--- config.mk ---
export PLATFORM = sky130hd
export DESIGN_NAME = rcos_refclk
export DESIGN_NICKNAME = d
export VERILOG_FILES = /design/src/rcos_pkg.sv /design/src/rcos_refclk.sv
export SDC_FILE = /design/constraint.sdc
export NUM_CORES = 1
export LEC_CHECK = 0
export ABC_AREA = 1
export BUFFER_PORTS_ARGS = -buffer_cell sky130_fd_sc_hd__buf_2
export CORE_MARGIN = 4
export CORE_UTILIZATION = 57
export CTS_BUF_LIST = sky130_fd_sc_hd__clkbuf_2 sky130_fd_sc_hd__clkbuf_4 sky130_fd_sc_hd__clkbuf_8
export CTS_CLUSTER_SIZE = 12
export DETAILED_ROUTE_END_ITERATION = 7
export GPL_ROUTABILITY_DRIVEN = 0
export GPL_TIMING_DRIVEN = 0
export PLACE_DENSITY = 0.88
export SYNTH_ARGS = -nofsm -noshare
export SYNTH_HDL_FRONTEND = slang
export SYNTH_SLANG_ARGS = --single-unit
--- constraint.sdc ---
create_clock -name aclk -period 3.5 [get_ports aclk]
set_input_delay 0.875 -clock aclk [delete_from_list [all_inputs] [get_ports aclk]]
set_output_delay 0.875 -clock aclk [all_outputs]
set_load 0.02 [all_outputs]
--- src/rcos_pkg.sv ---
// Package: register map, field positions and constants of the reference clock block
package rcos_pkg;
   // ----------------------------------------------------------------
   // Register byte addresses
   // ----------------------------------------------------------------
   localparam logic [3:0] RCOS_ADDR_CTRL = 4'h0;
   localparam logic [3:0] RCOS_ADDR_STAT = 4'h4;
   localparam logic [3:0] RCOS_ADDR_IRQ_STATUS = 4'h8;
   localparam logic [3:0] RCOS_ADDR_IRQ_MASK = 4'hc;
   // ----------------------------------------------------------------
   // Control register fields
   // ----------------------------------------------------------------
   localparam int RCOS_DIV_LSB = 16;
   localparam int RCOS_DIV_MSB = 30;
   localparam int RCOS_ON_BIT = 15;
   localparam int RCOS_STOP_IN_IDLE_BIT = 13;
   localparam int RCOS_OE_BIT = 12;
   localparam int RCOS_RUN_IN_SLEEP_BIT = 11;
   localparam int RCOS_SWEN_BIT = 9;
   localparam int RCOS_ACT_BIT = 8;
   localparam logic [31:0] RCOS_CTRL_WMASK = 32'h7fff_ba0f;
   localparam logic [31:0] RCOS_CTRL_RESET = 32'h0000_0000;
   localparam logic [3:0] RCOS_SEL_ZERO = 4'h0;
   // ----------------------------------------------------------------
   // Status register field positions and interrupt events
   // ----------------------------------------------------------------
   localparam logic [7:0] RCOS_STAT_MASK = 8'hb7;
   localparam int RCOS_NEVT = 3;
   localparam int RCOS_EVT_SWDONE = 0;
   localparam int RCOS_EVT_ACTCHG = 1;
   localparam int RCOS_EVT_PLLLOSS = 2;
   // ----------------------------------------------------------------
   // AXI responses
   // ----------------------------------------------------------------
   localparam logic [1:0] RCOS_RESP_OKAY = 2'h0;
   localparam logic [1:0] RCOS_RESP_SLVERR = 2'h2;
   // ----------------------------------------------------------------
   // Divider switch state machine
   // ----------------------------------------------------------------
   typedef enum logic [1:0] {
      RCOS_SW_IDLE = 2'b00,
      RCOS_SW_WAIT = 2'b01,
      RCOS_SW_LOAD = 2'b11
   } rcos_sw_e;
endpackage

--- src/rcos_refclk.sv ---
// Reference clock generator with oscillator readiness status over AXI4-Lite
//
// The address map and register access over AXI4-Lite were decided locally.
`timescale 1ns/1ns
// Summary of operation
// - Divide source by twice the 15-bit field 30:16; zero passes source undivided.
// - Bit 15 enables the reference oscillator module.
// - Stop-in-idle bit 13 halts the module during Idle.
// - Bit 12 gates reference clock onto output pin.
// - Run-in-sleep bit 11 keeps output running in Sleep, else disabled.
// - Run-in-sleep has no effect when source select is zero.
// - Software sets bit 9 to switch divider; hardware clears it when done.
// - Read-only bit 8 shows whether reference request is active.
// - Control bits 31, 14, 10 and 7:4 read as zero.
// - Status bit 7 shows PLL locked.
// - Status bits 5 and 4 show low-power RC and secondary ready.
// - Status bits 2,1,0 show primary, postscaler and fast RC ready.
// - Status bits 31:8, 6, 3 read zero; register read-only.
module rcos_refclk
   import rcos_pkg::*;
(
   // Clock and reset
   input wire logic aclk,
   input wire logic aresetn,
   // AXI4-Lite write address and data
   input wire logic [3:0] s_axi_awaddr,
   input wire logic s_axi_awvalid,
   output logic s_axi_awready,
   input wire logic [31:0] s_axi_wdata,
   input wire logic [3:0] s_axi_wstrb,
   input wire logic s_axi_wvalid,
   output logic s_axi_wready,
   // AXI4-Lite write response
   output logic [1:0] s_axi_bresp,
   output logic s_axi_bvalid,
   input wire logic s_axi_bready,
   // AXI4-Lite read
   input wire logic [3:0] s_axi_araddr,
   input wire logic s_axi_arvalid,
   output logic s_axi_arready,
   output logic [31:0] s_axi_rdata,
   output logic [1:0] s_axi_rresp,
   output logic s_axi_rvalid,
   input wire logic s_axi_rready,
   // Source clock levels, sampled as data, and power modes
   input wire logic [15:0] src_clk_levels,
   input wire logic idle_mode,
   input wire logic sleep_mode,
   // Oscillator readiness inputs
   input wire logic pll_lock_flag,
   input wire logic low_power_rc_ready,
   input wire logic secondary_osc_ready,
   input wire logic primary_osc_ready,
   input wire logic pll_postscaler_ready,
   input wire logic fast_rc_ready,
   // Reference clock pin and interrupt
   output logic ref_clock_out_pin,
   output logic ref_clock_out_oe,
   output logic irq
);
   // ----------------------------------------------------------------
   // Declarations
   // ----------------------------------------------------------------
   logic [31:0] ctrl_ff, w_data_ff, wmask, wr_val, rd_val;
   logic [14:0] div_active_ff, div_cnt_ff, div_cfg;
   logic [7:0] stat_ff;
   logic [RCOS_NEVT-1:0] irq_status_ff, irq_mask_ff, evt;
   logic [3:0] aw_addr_ff, w_strb_ff, sel;
   rcos_sw_e sw_state_ff;
   logic ref_ff, src_prev_ff, active_ff, aw_have_ff, w_have_ff, sw_done;
   logic wr_fire, wr_ctrl, wr_irqs, wr_irqm, wr_ok, src_sel, run_en, src_rise, rd_ok;
   assign sel = ctrl_ff[3:0];
   assign div_cfg = ctrl_ff[RCOS_DIV_MSB:RCOS_DIV_LSB];
   // ----------------------------------------------------------------
   // AXI write channel capture
   // ----------------------------------------------------------------
   // Address and data may arrive in either order; each is held until both exist
   always_ff @(posedge aclk) begin
      if (!aresetn) begin
         aw_have_ff <= 1'b0;
         aw_addr_ff <= 4'h0;
         s_axi_awready <= 1'b0;
      end else begin
         s_axi_awready <= !aw_have_ff && !s_axi_awready && s_axi_awvalid && !s_axi_bvalid;
         if (s_axi_awvalid && s_axi_awready) begin
            aw_have_ff <= 1'b1;
            aw_addr_ff <= s_axi_awaddr;
         end else if (wr_fire) begin
            aw_have_ff <= 1'b0;
         end
      end
   end
   always_ff @(posedge aclk) begin
      if (!aresetn) begin
         w_have_ff <= 1'b0;
         w_data_ff <= 32'h0000_0000;
         w_strb_ff <= 4'h0;
         s_axi_wready <= 1'b0;
      end else begin
         s_axi_wready <= !w_have_ff && !s_axi_wready && s_axi_wvalid && !s_axi_bvalid;
         if (s_axi_wvalid && s_axi_wready) begin
            w_have_ff <= 1'b1;
            w_data_ff <= s_axi_wdata;
            w_strb_ff <= s_axi_wstrb;
         end else if (wr_fire) begin
            w_have_ff <= 1'b0;
         end
      end
   end
   // Write decode
   always_comb begin
      wr_fire = aw_have_ff && w_have_ff && !s_axi_bvalid;
      for (int i = 0; i < 4; i++) begin
         wmask[i*8 +: 8] = {8{w_strb_ff[i]}};
      end
      wr_val = w_data_ff & wmask;
      wr_ctrl = 1'b0;
      wr_irqs = 1'b0;
      wr_irqm = 1'b0;
      wr_ok = 1'b1;
      if (aw_addr_ff == RCOS_ADDR_CTRL) begin
         wr_ctrl = wr_fire;
      end else if (aw_addr_ff == RCOS_ADDR_STAT) begin
         wr_ok = 1'b1;
      end else if (aw_addr_ff == RCOS_ADDR_IRQ_STATUS) begin
         wr_irqs = wr_fire;
      end else if (aw_addr_ff == RCOS_ADDR_IRQ_MASK) begin
         wr_irqm = wr_fire;
      end else begin
         wr_ok = 1'b0;
      end
   end
   // Write response, status register writes are silently ignored
   always_ff @(posedge aclk) begin
      if (!aresetn) begin
         s_axi_bvalid <= 1'b0;
         s_axi_bresp <= RCOS_RESP_OKAY;
      end else if (wr_fire) begin
         s_axi_bvalid <= 1'b1;
         s_axi_bresp <= wr_ok ? RCOS_RESP_OKAY : RCOS_RESP_SLVERR;
      end else if (s_axi_bready) begin
         s_axi_bvalid <= 1'b0;
      end
   end
   // ----------------------------------------------------------------
   // Control register
   // ----------------------------------------------------------------
   // Writable bits only; unimplemented and status bits stay zero here
   always_ff @(posedge aclk) begin
      if (!aresetn) begin
         ctrl_ff <= RCOS_CTRL_RESET;
      end else begin
         if (wr_ctrl) begin
            ctrl_ff <= (ctrl_ff & ~(wmask & RCOS_CTRL_WMASK)) | (wr_val & RCOS_CTRL_WMASK);
         end
         // Hardware clear wins only when no new request is written at once
         if (sw_done && !(wr_ctrl && wr_val[RCOS_SWEN_BIT])) begin
            ctrl_ff[RCOS_SWEN_BIT] <= 1'b0;
         end
      end
   end
   // ----------------------------------------------------------------
   // Divider switch handshake
   // ----------------------------------------------------------------
   // Waits for a low output phase so the new ratio cannot glitch the pin
   always_ff @(posedge aclk) begin
      if (!aresetn) begin
         sw_state_ff <= RCOS_SW_IDLE;
         div_active_ff <= 15'h0000;
      end else begin
         case (sw_state_ff)
            RCOS_SW_IDLE: begin
               if (ctrl_ff[RCOS_SWEN_BIT]) begin
                  sw_state_ff <= RCOS_SW_WAIT;
               end
            end
            RCOS_SW_WAIT: begin
               if (!ref_ff || !run_en) begin
                  sw_state_ff <= RCOS_SW_LOAD;
               end
            end
            RCOS_SW_LOAD: begin
               div_active_ff <= div_cfg;
               sw_state_ff <= RCOS_SW_IDLE;
            end
            default: begin
               sw_state_ff <= RCOS_SW_IDLE;
            end
         endcase
      end
   end
   assign sw_done = (sw_state_ff == RCOS_SW_LOAD);
   // ----------------------------------------------------------------
   // Run qualification
   // ----------------------------------------------------------------
   // Idle stop sleep with run-in-sleep ignored for zero source
   always_comb begin
      run_en = ctrl_ff[RCOS_ON_BIT];
      if (idle_mode && ctrl_ff[RCOS_STOP_IN_IDLE_BIT]) begin
         run_en = 1'b0;
      end
      if (sleep_mode && (sel == RCOS_SEL_ZERO || !ctrl_ff[RCOS_RUN_IN_SLEEP_BIT])) begin
         run_en = 1'b0;
      end
      src_sel = src_clk_levels[sel];
      src_rise = src_sel && !src_prev_ff;
   end
   // Request active follows the enable with one cycle of delay
   always_ff @(posedge aclk) begin
      if (!aresetn) begin
         active_ff <= 1'b0;
      end else begin
         active_ff <= run_en;
      end
   end
   // ----------------------------------------------------------------
   // Divider
   // ----------------------------------------------------------------
   // Toggles every div edges of the source, giving source over twice div
   always_ff @(posedge aclk) begin
      if (!aresetn) begin
         src_prev_ff <= 1'b0;
         div_cnt_ff <= 15'h0000;
         ref_ff <= 1'b0;
      end else begin
         src_prev_ff <= src_sel;
         if (!run_en) begin
            div_cnt_ff <= 15'h0000;
            ref_ff <= 1'b0;
         end else if (div_active_ff == 15'h0000) begin
            ref_ff <= src_sel;
         end else if (src_rise) begin
            if (div_cnt_ff + 15'h0001 >= div_active_ff) begin
               div_cnt_ff <= 15'h0000;
               ref_ff <= !ref_ff;
            end else begin
               div_cnt_ff <= div_cnt_ff + 15'h0001;
            end
         end
      end
   end
   // Output pin gated by output enable
   always_ff @(posedge aclk) begin
      if (!aresetn) begin
         ref_clock_out_pin <= 1'b0;
         ref_clock_out_oe <= 1'b0;
      end else begin
         ref_clock_out_oe <= ctrl_ff[RCOS_OE_BIT];
         ref_clock_out_pin <= ctrl_ff[RCOS_OE_BIT] & ref_ff;
      end
   end
   // ----------------------------------------------------------------
   // Oscillator readiness status
   // ----------------------------------------------------------------
   // Registered copy; unimplemented positions forced to zero
   always_ff @(posedge aclk) begin
      if (!aresetn) begin
         stat_ff <= 8'h00;
      end else begin
         stat_ff <= {pll_lock_flag, 1'b0, low_power_rc_ready, secondary_osc_ready, 1'b0,
                     primary_osc_ready, pll_postscaler_ready, fast_rc_ready} & RCOS_STAT_MASK;
      end
   end
   // ----------------------------------------------------------------
   // Interrupts
   // ----------------------------------------------------------------
   assign evt[RCOS_EVT_SWDONE] = sw_done;
   assign evt[RCOS_EVT_ACTCHG] = active_ff != run_en;
   assign evt[RCOS_EVT_PLLLOSS] = stat_ff[7] && !pll_lock_flag;
   // Sticky bits, write one to clear; a new event wins over the clear
   generate
      for (genvar g = 0; g < RCOS_NEVT; g++) begin : g_irq
         always_ff @(posedge aclk) begin
            if (!aresetn) begin
               irq_status_ff[g] <= 1'b0;
            end else if (evt[g]) begin
               irq_status_ff[g] <= 1'b1;
            end else if (wr_irqs && wr_val[g]) begin
               irq_status_ff[g] <= 1'b0;
            end
         end
      end
   endgenerate
   always_ff @(posedge aclk) begin
      if (!aresetn) begin
         irq_mask_ff <= '0;
         irq <= 1'b0;
      end else begin
         if (wr_irqm) begin
            irq_mask_ff <= (irq_mask_ff & ~wmask[RCOS_NEVT-1:0]) | wr_val[RCOS_NEVT-1:0];
         end
         irq <= |(irq_status_ff & irq_mask_ff);
      end
   end
   // ----------------------------------------------------------------
   // AXI read channel
   // ----------------------------------------------------------------
   always_comb begin
      rd_val = 32'h0000_0000;
      rd_ok = 1'b1;
      if (s_axi_araddr == RCOS_ADDR_CTRL) begin
         rd_val = ctrl_ff;
         rd_val[RCOS_ACT_BIT] = active_ff;
      end else if (s_axi_araddr == RCOS_ADDR_STAT) begin
         rd_val[7:0] = stat_ff;
      end else if (s_axi_araddr == RCOS_ADDR_IRQ_STATUS) begin
         rd_val[RCOS_NEVT-1:0] = irq_status_ff;
      end else if (s_axi_araddr == RCOS_ADDR_IRQ_MASK) begin
         rd_val[RCOS_NEVT-1:0] = irq_mask_ff;
      end else begin
         rd_ok = 1'b0;
      end
   end
   always_ff @(posedge aclk) begin
      if (!aresetn) begin
         s_axi_arready <= 1'b0;
         s_axi_rvalid <= 1'b0;
         s_axi_rdata <= 32'h0000_0000;
         s_axi_rresp <= RCOS_RESP_OKAY;
      end else begin
         s_axi_arready <= s_axi_arvalid && !s_axi_arready && !s_axi_rvalid;
         if (s_axi_arvalid && s_axi_arready) begin
            s_axi_rvalid <= 1'b1;
            s_axi_rdata <= rd_val;
            s_axi_rresp <= rd_ok ? RCOS_RESP_OKAY : RCOS_RESP_SLVERR;
         end else if (s_axi_rready) begin
            s_axi_rvalid <= 1'b0;
         end
      end
   end
endmodule

# [After elaboration in Yosys (flattened, before gate mapping)]
# Index checks and enable logic that the tools add are counted.
[totals] ff_bits=166 input_bits=75 output_inout_bits=44 word_cells=160
[op_classes] add_sub_neg=1 magnitude_cmp=2 n_eq_ne=11 n_mux=48 bitwise=11 n_reduce_logical=57
[ops] cell="1-bit 2-to-1 mux" n=35
[ops] cell="32-bit bitwise AND" n=1
[ops] cell="31-bit NOT with 32-bit output" n=1
[ops] cell="32-bit by 31-bit bitwise OR with 32-bit output" n=1
[ops] cell="31-bit bitwise AND" n=1
[ops] cell="24-bit 2-to-1 mux" n=1
[ops] cell="1-bit logical AND" n=22
[ops] cell="2-bit nonzero test" n=9
[ops] cell="4-bit equality test, second input constant" n=4
[ops] cell="15-bit by 1-bit adder with 15-bit output, second input constant" n=1
[ops] cell="15-bit greater-or-equal comparator" n=1
[ops] cell="15-bit logical NOT" n=1
[ops] cell="15-bit 2-to-1 mux" n=1
[ops] cell="1-bit logical NOT" n=13
[ops] cell="4-bit logical NOT" n=3
[ops] cell="3-bit 2-to-1 mux" n=3
[ops] cell="4-bit by 3-bit equality test with 1-bit output, second input constant" n=2
[ops] cell="2-bit 2-to-1 mux" n=4
[ops] cell="8-bit 2-to-1 mux" n=1
[ops] cell="2-bit AND reduction" n=4
[ops] cell="3-bit bitwise AND" n=2
[ops] cell="4-bit by 5-bit less-than comparator with 1-bit output, second input constant" n=1
[ops] cell="5-bit 2-to-1 mux" n=1
[ops] cell="1-bit binary-select mux with 4-bit select" n=1
[ops] cell="other kinds (13)" n=16

# [Longest topological paths before layout]
# Gate-level depths: netlist (run 1).
[logic_depth] ltp_word=8 mapped_depth=20 depth_no_buf=20

# [Least setup slack after synthesis (run 1)]
# Ideal clock, no wire load.
[synth_timing] path_type="register to register" startpoint="register div_cnt_ff[0]" endpoint="register div_cnt_ff[10]" setup_ns=0.125 t_arrival_ns=2.496 t_required_ns=3.375 slack_ns=0.880 path_stages_with_launch=19 path_buffers=1 period_less_slack_ns=2.620 cell_sequence="dfxtp_1 > ha_1 > nand3_1 > inv_1 > nand2_1 > nor2_1 > nand2_1 > nor2_1 > xor2_1 > inv_1 > ha_1 > nand4_1 > nor3b_1 > nand2_1 > nand2_1 > buf_2 > nor2_1 > nand2_2 > a21oi_2"
[synth_between] elab_chain_len=3
[synth_rtl] element="from (decl)" line="rcos_refclk.sv:65" text="logic [14:0] div_active_ff, div_cnt_ff, div_cfg;"
[synth_rtl] element="from (signal assigned)" line="rcos_refclk.sv:237" text="div_cnt_ff <= div_cnt_ff + 15'h0001;"
[synth_rtl] element="15-bit by 1-bit adder with 15-bit output *" line="rcos_refclk.sv:233, rcos_refclk.sv:237"
[synth_rtl] element="15-bit greater-or-equal comparator" line="rcos_refclk.sv:233" text="if (div_cnt_ff + 15'h0001 >= div_active_ff) begin"
[synth_rtl] element="15-bit 2-to-1 mux *" line="rcos_refclk.sv:233"
# Every way passes the cells marked *; elsewhere a longest branch is shown, timed or not.
# A chain may end at the register's enable or synchronous reset.

# [Worst setup path after layout (run 1)]
[layout_timing] startpoint="register div_cnt_ff[0]" endpoint="register div_cnt_ff[12]"
# Same word-level chain as after synthesis.

==> impl_metrics.json, run 1 <==
{
  "avgSynthCellArea_um2": 7.31,
  "ctsHoldBuffers": 0,
  "ctsRootBufferMaster": "clkbuf_8",
  "antenna_found_initial": 0,
  "synth_edf_count": 0,
  "cpMaxStageDelayCell": "dfxtp_2",
  "internal_power_w": 0.00234,
  "slowest_delay_ns": 0.42,
  "route.met3.wl_um": 1150,
  "place_inst": 1118,
  "via_per_inst": 5.35,
  "critPathRequiredTime_ns": 3.83,
  "ys_ff_latch": 143,
  "grt_overflow": 0,
  "hold_viol_final": 0,
  "comb_power_share": 0.072,
  "p_seq_frac": 0.529,
  "tns_ns": 0,
  "drt_first_pass_iters": 5,
  "async_flop_share": 0,
  "met1_length_um": 6820,
  "antenna_left": 0,
  "cts.sinks": 143,
  "synth_warnings": 0,
  "cp_cell_sequence": "ha_1 > nand3_1 > inv_1 > nand2_1 > nor2_1 > nand2_1 > nor2_1 > xor2_1 > inv_1 > ha_1 > nand4_1 > nor3b_1 > nand2_1 > nand2_1 > buf_2 > nor2_1 > nor2_1 > nor2_1",
  "hold_depth": 1,
  "synth_area_mm2": 0.00636,
  "wl_met2_um": 7700,
  "cp-startpoint": "div_cnt_ff[0]$_SDFFE_PN0P_",
  "drc": 0,
  "syn_inst": 870,
  "end_kind": "flip-flop",
  "layout.cells.most_common": "dfxtp_1",
  "rrSetupSlack_ns": 0.37,
  "die_w_um": 114,
  "min_period_ns": 3.13,
  "worst_slew_pin_slew_ns": 0.605,
  "drive_gt1_frac": 0.187,
  "hold_class": "flip-flop to flip-flop",
  "nets": 1088,
  "p_switching_w": 0.000866,
  "power.clock.fraction": 0.398,
  "grt_pass1_vias": 5783,
  "skew_ns": 0.0141,
  "ys.flop_type": "dfxtp_1",
  "top_layer_used": "met4",
  "crit_type": "flip-flop to flip-flop",
  "drt-total-wl_um": 16100,
  "dp_hpwl_um": 11700,
  "initial_core_util": 0.584,
  "numCtsBuffers": 17,
  "cp-start-kind": "flip-flop",
  "cts_tree": "done",
  "cts.reportedPaths.clkPinSlew_ns": 0.09,
  "layout_common_cells": "dfxtp_1 (142), nand2_1 (138), nor2_1 (135)",
  "wl_per_cell_um": 14.0,
  "drv_cap": 0,
  "area_growth_pct": 17.2,
  "clock_latency_ns": 0.44,
  "post-route-period-util": 0.895,
  "cp.arrival_ns": 3.46,
  "rr_endpoint": "div_cnt_ff[12]$_SDFFE_PN0P_",
  "path_max_fanout": 10,
  "num_io_pins": 119,
  "htreeDepth": 4,
  "yosysUniqueCellTypes": 41,
  "drtIter0Drc": 478,
  "p_per_area_mw_per_mm2": 430,
  "die_area_mm2": 0.0129,
  "die_h_um": 114,
  "rows": 38,
  "clk_path_buf_depth": 2,
  "rsz0062_at_grt": "no",
  "setup_violations": 0,
  "grt_pass1_wl_um": 26600,
  "core-area_mm2": 0.0109,
  "grt_max_degree": 17,
  "n_antenna_cell": 0,
  "power_leakage_nw": 3.40,
  "final_cells": 1149,
  "crit_top_cell": "nor2_1",
  "ys_seq_area_frac": 0.450,
  "post_cts_buffers": 0,
  "vias": 6143,
  "r2r_cells": 18,
  "port_buffers": 103,
  "switching_share": 0.270,
  "max_freq_ghz": 0.319,
  "final_max_slew_viol_count": 0,
  "relSlewSlack": 0.597,
  "status": "finished clean",
  "peakVddDrop_uv": 300,
  "grt_usage": 0.254,
  "r2r_start": "div_cnt_ff[0]$_SDFFE_PN0P_",
  "endpoint": "div_cnt_ff[12]$_SDFFE_PN0P_"
}
==> layout make-up <==
class / instances / area (um^2)
repair buffers: 103 / 515
clock buffers: 17 / 234
multi-input cells: 587 / 2910
fillers: 921 / 3430
plain buffers: 40 / 210
well taps: 140 / 175
flip-flops and latches: 143 / 2860
clock inverters: 14 / 150
inverters: 105 / 394
==> Yosys cell counts, types with 3 or more instances <==
cell      count  share of area
nand2_2      11          0.011
nand4_1       8         0.0079
inv_2         5         0.0030
buf_4         6         0.0071
dfxtp_1     143           0.45
nor3_1        6         0.0047
nand3_2       4         0.0063
xor2_1        5         0.0069
ha_1         16          0.031
nand2_1     138          0.081
a21oi_1      72          0.057
nand3_1      30          0.024
inv_1        98          0.058
o211ai_1      4         0.0047
clkbuf_1     24          0.014
nor4_1        3         0.0030
a31oi_1       3         0.0030
a21oi_2      10          0.014
nor2_1      135          0.080
o21ai_0     114          0.090
buf_2         5         0.0039
==> logic make-up (layout without fill, tap and decap cells) <==
kind of cell / Yosys count / count (layout) / synth area share
other: 1 / 6 / 0.000590
DFF: 143 / 143 / 0.450
AOI/OAI and AO/OA: 210 / 210 / 0.176
xor gates and xnor gates: 7 / 7 / 0.00964
adders and majority gates: 16 / 16 / 0.0315
buffers and inverters: 145 / 279 / 0.0950
and+or+nand+nor: 348 / 348 / 0.237
==> power by group through the flow <==
stage	clock (W)	combinational (W)	sequential, W
finish	0.00128	0.000231	0.00170
global route	0.00135	0.000258	0.00170
CTS	0.00128	0.000230	0.00170
detailed placement	0	0.000229	0.00173
global placement	0	0.000223	0.00173
floorplan	0	0.000116	0.00175
==> through the flow <==
step / hold WS (ns) / util / setup slack, ns / total power, W / instance area, um^2
6_report: 0.443 / 0.685 / 0.368 / 0.00321 / 7450
5_1_grt: 0.469 / 0.685 / 0.0841 / 0.00331 / 7450
4_1_cts: 0.441 / 0.684 / 0.346 / 0.00321 / 7450
3_5_place_dp: 0.432 / 0.649 / 0.362 / 0.00196 / 7070
3_3_place_gp: 0.423 / 0.649 / 0.410 / 0.00196 / 7070
2_1_floorplan: 0.418 / - / 0.880 / 0.00187 / 6380
==> worst min-delay path by stage <==
stage                     slack (ns)                     start                          end
after floorplan                 0.42    w_have_ff$_SDFFE_PN0P_      s_axi_wready$_SDFF_PN0_
after global routing            0.47     stat_ff[4]$_SDFF_PN0_  s_axi_rdata[4]$_SDFFE_PN0P_
after detailed placement        0.43     stat_ff[4]$_SDFF_PN0_  s_axi_rdata[4]$_SDFFE_PN0P_
after global placement          0.42  s_axi_arready$_SDFF_PN0_     s_axi_arready$_SDFF_PN0_
final                           0.44  s_axi_arready$_SDFF_PN0_     s_axi_arready$_SDFF_PN0_
after CTS                       0.44     stat_ff[4]$_SDFF_PN0_  s_axi_rdata[4]$_SDFFE_PN0P_
==> layer usage <==
metal / GRT usage / vias to the layer above
met3: 0.0456 / 44
li1: - / 3056
met2: 0.423 / 258
met5: 0 / -
met4: 0.112 / 0
met1: 0.321 / 2785
==> critical path, delay by kind of cell (launching register included) <==
family	cells	cell delay, ns
xor+xnor	1	0.20
fa+ha+maj	2	0.56
buf+inv	3	0.46
flops	1	0.42
simple gates	12	1.35
==> what timing repair did <==
item | in CTS | in global routing
setup endpoints to repair | 0 | 10
gates resized for setup | 0 | 1
hold endpoints to repair | 0 | 0
Note: power is estimated with default switching activity, not from simulation.
==> run 2, diff against run 1 <==
--- a/config.mk
+++ b/config.mk
@@ -5,16 +5,15 @@
 export SDC_FILE = /design/constraint.sdc
 export NUM_CORES = 1
 export LEC_CHECK = 0
-export ABC_AREA = 1
 export BUFFER_PORTS_ARGS = -buffer_cell sky130_fd_sc_hd__buf_2
 export CORE_MARGIN = 4
-export CORE_UTILIZATION = 57
+export CORE_UTILIZATION = 36
 export CTS_BUF_LIST = sky130_fd_sc_hd__clkbuf_2 sky130_fd_sc_hd__clkbuf_4 sky130_fd_sc_hd__clkbuf_8
 export CTS_CLUSTER_SIZE = 12
 export DETAILED_ROUTE_END_ITERATION = 7
 export GPL_ROUTABILITY_DRIVEN = 0
 export GPL_TIMING_DRIVEN = 0
-export PLACE_DENSITY = 0.88
+export PLACE_DENSITY_LB_ADDON = 0.08
 export SYNTH_ARGS = -nofsm -noshare
 export SYNTH_HDL_FRONTEND = slang
 export SYNTH_SLANG_ARGS = --single-unit
==> run 2 against run 1 <==
  * Register-to-register slack got worse by 0.03 ns
  * First-iteration DRC count is 59% lower
  * Final area grew 0.32%
  * Synthesized cell count is 20% lower
  * Critical endpoint is now div_cnt_ff[2]$_SDFFE_PN0P_
  * Clock skew is 0.0076 ns lower
  * Final cell count is 7.8% lower
  * Clock power fell by 3%
  * Count of clock-buffer cells in the layout is 7 higher
  * Sequential power shrank 2%
==> impl_metrics.json, run 2 <==
{
  "power_leakage_nw": 2.79,
  "hp-start": "s_axi_rvalid$_SDFFE_PN0P_",
  "status": "finished clean",
  "synthTopCellsByArea": "dfxtp_1 (46%), a21boi_0 (8.6%), nand2_1 (8.4%), a22oi_1 (3.8%), nor2b_1 (3.8%)",
  "drv_cap": 0,
  "grt_pass1_vias": 5268,
  "ys_seq_area_frac": 0.456,
  "drt-total-wl_um": 16400,
  "p_per_area_mw_per_mm2": 410,
  "relSlewSlack": 0.591,
  "fin_util": 0.435,
  "synth_top_area_cell": "dfxtp_1",
  "cp.arrival_ns": 3.53,
  "syn_inst": 695,
  "area_growth_pct": 19.2,
  "synth_common_cells": "dfxtp_1 (143), nand2_1 (141), a21boi_0 (72), nor2b_1 (38), clkbuf_1 (33)",
  "hold_class": "flip-flop to flip-flop",
  "pre_cts_slack_ns": -0.0332,
  "ctsHoldBuffers": 0,
  "critPathRequiredTime_ns": 3.87,
  "clk_path_buf_depth": 2,
  "skew_ns": 0.00649,
  "synth_warnings": 0,
  "p_switching_w": 0.000702,
  "yosysMostFrequentCell": "dfxtp_1",
  "grt_usage": 0.173,
  "hold_depth": 1,
  "crit_type": "flip-flop to flip-flop",
  "drt_first_pass_iters": 6,
  "hold_viol_final": 0,
  "drc": 0,
  "cts.reportedPaths.clkPinSlew_ns": 0.07,
  "setup_violations": 0,
  "drive_gt1_frac": 0.199,
  "rr_endpoint": "div_cnt_ff[2]$_SDFFE_PN0P_",
  "antenna_left": 0,
  "comb_power_share": 0.052,
  "core-area_mm2": 0.0172,
  "die_w_um": 140,
  "r2r_start": "div_cnt_ff[0]$_SDFFE_PN0P_",
  "post-route-period-util": 0.903,
  "grt_pass1_wl_um": 27200,
  "layout_common_cells": "dfxtp_1 (143), nand2_1 (141), buf_2 (106)",
  "nets": 914,
  "min_delay_worst_endpoint": "s_axi_arready$_SDFF_PN0_",
  "die_h_um": 140,
  "wl_per_cell_um": 15.5,
  "via_per_inst": 4.85,
  "path_max_fanout": 8,
  "port_buffers": 103,
  "end_kind": "flip-flop",
  "die_area_mm2": 0.0196,
  "fin_ws_ns": 0.339,
  "rsz0062_at_grt": "no",
  "final_max_slew_viol_count": 0,
  "clock_latency_ns": 0.44,
  "numCtsBuffers": 17,
  "grt_max_degree": 17,
  "peakVddDrop_uv": 232,
  "dp_hpwl_um": 12900,
  "post-synth-top-area-fraction": 0.456,
  "final_cells": 1059,
  "worst_slew_pin_slew_ns": 0.613,
  "max_freq_ghz": 0.316,
  "synth_edf_count": 0,
  "min_period_ns": 3.16,
  "cts.sinks": 143,
  "p_seq_frac": 0.543,
  "synth_area_mm2": 0.00627,
  "avgSynthCellArea_um2": 9.03,
  "place_inst": 1028,
  "r2r_cells": 12,
  "rows": 48,
  "antenna_found_initial": 0,
  "htreeDepth": 4,
  "switching_share": 0.229,
  "power.clock.fraction": 0.405,
  "ys_ff_latch": 143,
  "internal_power_w": 0.00236,
  "cts_tree": "done",
  "ctsRootBufferMaster": "clkbuf_8",
  "ys.flop_type": "dfxtp_1",
  "n_antenna_cell": 0,
  "yosysUniqueCellTypes": 58,
  "rrSetupSlack_ns": 0.34,
  "initial_core_util": 0.365,
  "vias": 5132,
  "num_io_pins": 119,
  "layout.cells.most_common": "dfxtp_1",
  "fin_total_pwr_w": 0.00306,
  "async_flop_share": 0,
  "drtIter0Drc": 198,
  "cp-start-kind": "flip-flop",
  "grt_overflow": 0
}
-- run 2: cell types whose count changed after synthesis, sizes merged, moves of 7 or more --
cell / delta
o21ai: -106
and3: +7
a21oi: -66
a22oi: +32
clkbuf: +10
nor2b: +38
nor2: -134
a21boi: +75
mux2i: +9
mux4: +7
and2: +16
inv: -80
-- run 2: critical path, cell delays in order (launching register included) --
cell and delay, ns:
dfxtp_1 0.40, ha_1 0.29, and3_1 0.20, and3_2 0.28
xor2_1 0.20, ha_1 0.27, and3_1 0.20, a221o_1 0.34
a31o_2 0.28, a21oi_4 0.16, buf_4 0.18, nand4b_1 0.11
a31oi_1 0.17
-- run 2: per-stage QoR --
step / instance area (um^2) / hold WS [ns] / setup TNS, ns
3_3_place_gp: 7090 / 0.431 / 0
3_5_place_dp: 7090 / 0.441 / -0.161
5_1_grt: 7480 / 0.486 / 0
4_1_cts: 7470 / 0.452 / 0
2_1_floorplan: 6290 / 0.424 / 0
6_report: 7480 / 0.448 / 0
-- run 2: power by group through the flow --
stage	Combinational, W	Clock, W	Sequential [W]
floorplan	0.0000859	0	0.00170
global placement	0.000159	0	0.00170
detailed placement	0.000162	0	0.00170
CTS	0.000162	0.00127	0.00166
global route	0.000177	0.00134	0.00167
finish	0.000160	0.00124	0.00166
-- run 2: metal layers --
metal	wire [um]	vias up	track usage
met5	0	-	0
met2	7760	90	0.283
met4	305	0	0.0602
li1	-	2656	-
met3	583	27	0.0352
met1	7710	2359	0.229
-- run 2: what timing repair did --
item,in CTS,in global routing
buffers inserted,1,1
gates cloned,0,0
setup endpoints to repair,7,16
resized for setup,1,3
pin swaps,0,1
-- run 2: how the worst max path moves through the flow --
stage / startpoint / end / cells after the start
floorplan: div_cnt_ff[0]$_SDFFE_PN0P_ / div_cnt_ff[5]$_SDFFE_PN0P_ / 12
global placement: div_cnt_ff[0]$_SDFFE_PN0P_ / div_cnt_ff[8]$_SDFFE_PN0P_ / 12
detailed placement: div_cnt_ff[0]$_SDFFE_PN0P_ / div_cnt_ff[10]$_SDFFE_PN0P_ / 12
CTS: div_cnt_ff[0]$_SDFFE_PN0P_ / div_cnt_ff[9]$_SDFFE_PN0P_ / 13
global route: div_cnt_ff[0]$_SDFFE_PN0P_ / div_cnt_ff[7]$_SDFFE_PN0P_ / 11
finish: div_cnt_ff[0]$_SDFFE_PN0P_ / div_cnt_ff[2]$_SDFFE_PN0P_ / 12
-- run 2: final cells by class --
cell class                      instances  area, um^2
Fill cell                            1749        9700
Timing Repair Buffer                  105         531
Buffer                                 44         204
Inverter                               23        86.3
Clock inverter                          6        60.1
Tap cell                              225         282
Multi-Input combinational cell        489        3150
Sequential cell                       143        2860
Clock buffer                           24         305
-- run 2: cells by family (layout without fill, tap and decap cells) --
kind of cell | Yosys count | in the layout | synth area share
AND/OR/NAND/NOR | 282 | 282 | 0.221
AO/OA/AOI/OAI | 155 | 155 | 0.182
flip-flops | 143 | 143 | 0.456
buffers and inverters | 68 | 202 | 0.0469
adder cells (fa/ha/maj) | 16 | 16 | 0.0319
multiplexers | 16 | 16 | 0.0415
XOR/XNOR | 14 | 14 | 0.0195
other | 1 | 6 | 0.000598
==> run 3, diff against run 2 <==
--- a/config.mk
+++ b/config.mk
@@ -7,7 +7,7 @@
 export LEC_CHECK = 0
 export BUFFER_PORTS_ARGS = -buffer_cell sky130_fd_sc_hd__buf_2
 export CORE_MARGIN = 4
-export CORE_UTILIZATION = 36
+export CORE_UTILIZATION = 35
 export CTS_BUF_LIST = sky130_fd_sc_hd__clkbuf_2 sky130_fd_sc_hd__clkbuf_4 sky130_fd_sc_hd__clkbuf_8
 export CTS_CLUSTER_SIZE = 12
 export DETAILED_ROUTE_END_ITERATION = 7
==> run 3 against run 2 <==
  * Power is 2.9% higher
  * Register-to-register slack worse by 0.14 ns
  * Via count grew 1.1%
  * Sequential power barely moved
  * Count of clock-buffer cells in the layout fell by 6
  * Routed wire length grew 1.8%
  * Maximum frequency is 4.2% lower
  * Hold slack better by 0.0095 ns
==> impl_metrics.json, run 3 (synthesis results as in run 2) <==
{
  "relSlewSlack": 0.601,
  "status": "finished clean",
  "rrSetupSlack_ns": 0.20,
  "drt_first_pass_iters": 5,
  "htreeDepth": 4,
  "path_max_fanout": 8,
  "cp-start-kind": "flip-flop",
  "num_io_pins": 119,
  "drt-total-wl_um": 16700,
  "clk_path_buf_depth": 2,
  "fin_total_pwr_w": 0.00315,
  "numCtsBuffers": 17,
  "r2r_start": "div_cnt_ff[0]$_SDFFE_PN0P_",
  "rows": 48,
  "port_buffers": 103,
  "die_w_um": 142,
  "hold_depth": 1,
  "dp_hpwl_um": 13100,
  "area_growth_pct": 19.7,
  "grt_pass1_vias": 5165,
  "vias": 5190,
  "r2r_cells": 11,
  "rsz0062_at_grt": "no",
  "crit_type": "flip-flop to flip-flop",
  "place_inst": 1028,
  "core-area_mm2": 0.0174,
  "min_delay_worst_endpoint": "s_axi_arready$_SDFF_PN0_",
  "critPathRequiredTime_ns": 3.86,
  "max_freq_ghz": 0.303,
  "peakVddDrop_uv": 281,
  "via_per_inst": 4.89,
  "cpMaxStageDelayCell": "dfxtp_1",
  "die_area_mm2": 0.0201,
  "p_per_area_mw_per_mm2": 420,
  "hp-start": "s_axi_rvalid$_SDFFE_PN0P_",
  "tns_ns": 0,
  "grt_max_degree": 17,
  "post-route-period-util": 0.942,
  "final_max_slew_viol_count": 0,
  "wl_per_cell_um": 15.7,
  "min_period_ns": 3.30,
  "fin_hold_ws_ns": 0.458,
  "slowest_delay_ns": 0.42,
  "clock_latency_ns": 0.44,
  "cts.reportedPaths.clkPinSlew_ns": 0.08,
  "worst_slew_pin_slew_ns": 0.599,
  "pre_cts_slack_ns": -0.0637,
  "hold_class": "flip-flop to flip-flop",
  "fin_ws_ns": 0.202,
  "skew_ns": 0.0162,
  "end_kind": "flip-flop",
  "fill_cells": 1780,
  "grt_pass1_wl_um": 26700,
  "antenna_left": 0,
  "ctsHoldBuffers": 0,
  "drive_gt1_frac": 0.201,
  "n_antenna_cell": 0,
  "drv_cap": 0,
  "grt_overflow": 0,
  "power_leakage_nw": 2.81,
  "cp.arrival_ns": 3.66,
  "setup_violations": 0,
  "cp_cell_sequence": "ha_1 > and3_1 > and3_2 > xor2_1 > ha_1 > and3_1 > a221o_1 > a31o_2 > a211oi_4 > a21oi_1 > mux2i_1",
  "final_cells": 1061,
  "initial_core_util": 0.360,
  "layout.cells.most_common": "dfxtp_1",
  "layout_common_cells": "dfxtp_1 (143), nand2_1 (141), buf_2 (106)",
  "hold_viol_final": 0,
  "cts.sinks": 143,
  "antenna_found_initial": 0,
  "drtIter0Drc": 200,
  "nets": 914,
  "cts_tree": "done",
  "grt_usage": 0.168,
  "ctsRootBufferMaster": "clkbuf_8",
  "rr_endpoint": "div_cnt_ff[5]$_SDFFE_PN0P_",
  "die_h_um": 142,
  "drc": 0
}
run 3: cell types whose count changed in the layout (fill, tap and decap cells not counted):
cell / delta
clkbuf_4: -4
clkinv_4: +1
clkbuf_8: -2
a2111oi_1: -1
bufinv_16: +1
a2111oi_0: +1
inv_6: +6
run 3: per-layer routing:
metal  part of all wire  track usage
met5                  0            0
met4              0.010       0.0444
met3              0.052       0.0418
met2               0.47        0.277
met1               0.47        0.222
run 3: worst max-delay path: cells and delay by family, from the launching register on:
family | cells | cell delay [ns]
XOR/XNOR | 1 | 0.22
adder cells (fa/ha/maj) | 2 | 0.56
flip-flops | 1 | 0.42
AO/OA/AOI/OAI | 4 | 1.19
multiplexers | 1 | 0.16
AND/OR/NAND/NOR | 3 | 0.67
run 3: timing repair:
| action | in CTS | in global routing |
|---|---|---|
| pin swaps | 0 | 0 |
| endpoints found under the setup margin | 8 | 16 |
| buffers inserted | 2 | 0 |
| cloned | 0 | 0 |
| resized for setup | 1 | 2 |
run 3: layout make-up:
class / instances / area (um^2) / share of cell area
Buffer: 44 / 204 / 0.0272
Clock buffer: 18 / 248 / 0.0330
Clock inverter: 14 / 151 / 0.0202
Inverter: 23 / 86.3 / 0.0115
Multi-Input combinational cell: 489 / 3150 / 0.419
Sequential cell: 143 / 2860 / 0.381
Tap cell: 225 / 282 / 0.0375
Timing Repair Buffer: 105 / 531 / 0.0706
run 3: where the power goes:
group / total (W) / internal [W] / switching [W]
Clock: 0.00133 / 0.000663 / 0.000666
Combinational: 0.000160 / 0.0000750 / 0.0000848
Sequential: 0.00166 / 0.00165 / 0.0000153
run 3: worst max path at each step:
stage	start	end	slack, ns	cells past startpoint
floorplan	div_cnt_ff[0]$_SDFFE_PN0P_	div_cnt_ff[5]$_SDFFE_PN0P_	0.54	12
global placement	div_cnt_ff[0]$_SDFFE_PN0P_	div_cnt_ff[3]$_SDFFE_PN0P_	0.02	12
detailed placement	div_cnt_ff[0]$_SDFFE_PN0P_	div_cnt_ff[5]$_SDFFE_PN0P_	-0.06	12
CTS	div_cnt_ff[0]$_SDFFE_PN0P_	div_cnt_ff[5]$_SDFFE_PN0P_	0.03	12
global route	div_cnt_ff[0]$_SDFFE_PN0P_	div_cnt_ff[10]$_SDFFE_PN0P_	0.0003	11
finish	div_cnt_ff[0]$_SDFFE_PN0P_	div_cnt_ff[5]$_SDFFE_PN0P_	0.20	11
run 3: per-stage QoR:
stage	util	area, um^2
final	0.431	7510
after global routing	0.431	7510
after CTS	0.431	7510
after detailed placement	0.407	7090
after global placement	0.407	7090
after floorplan	-	6290
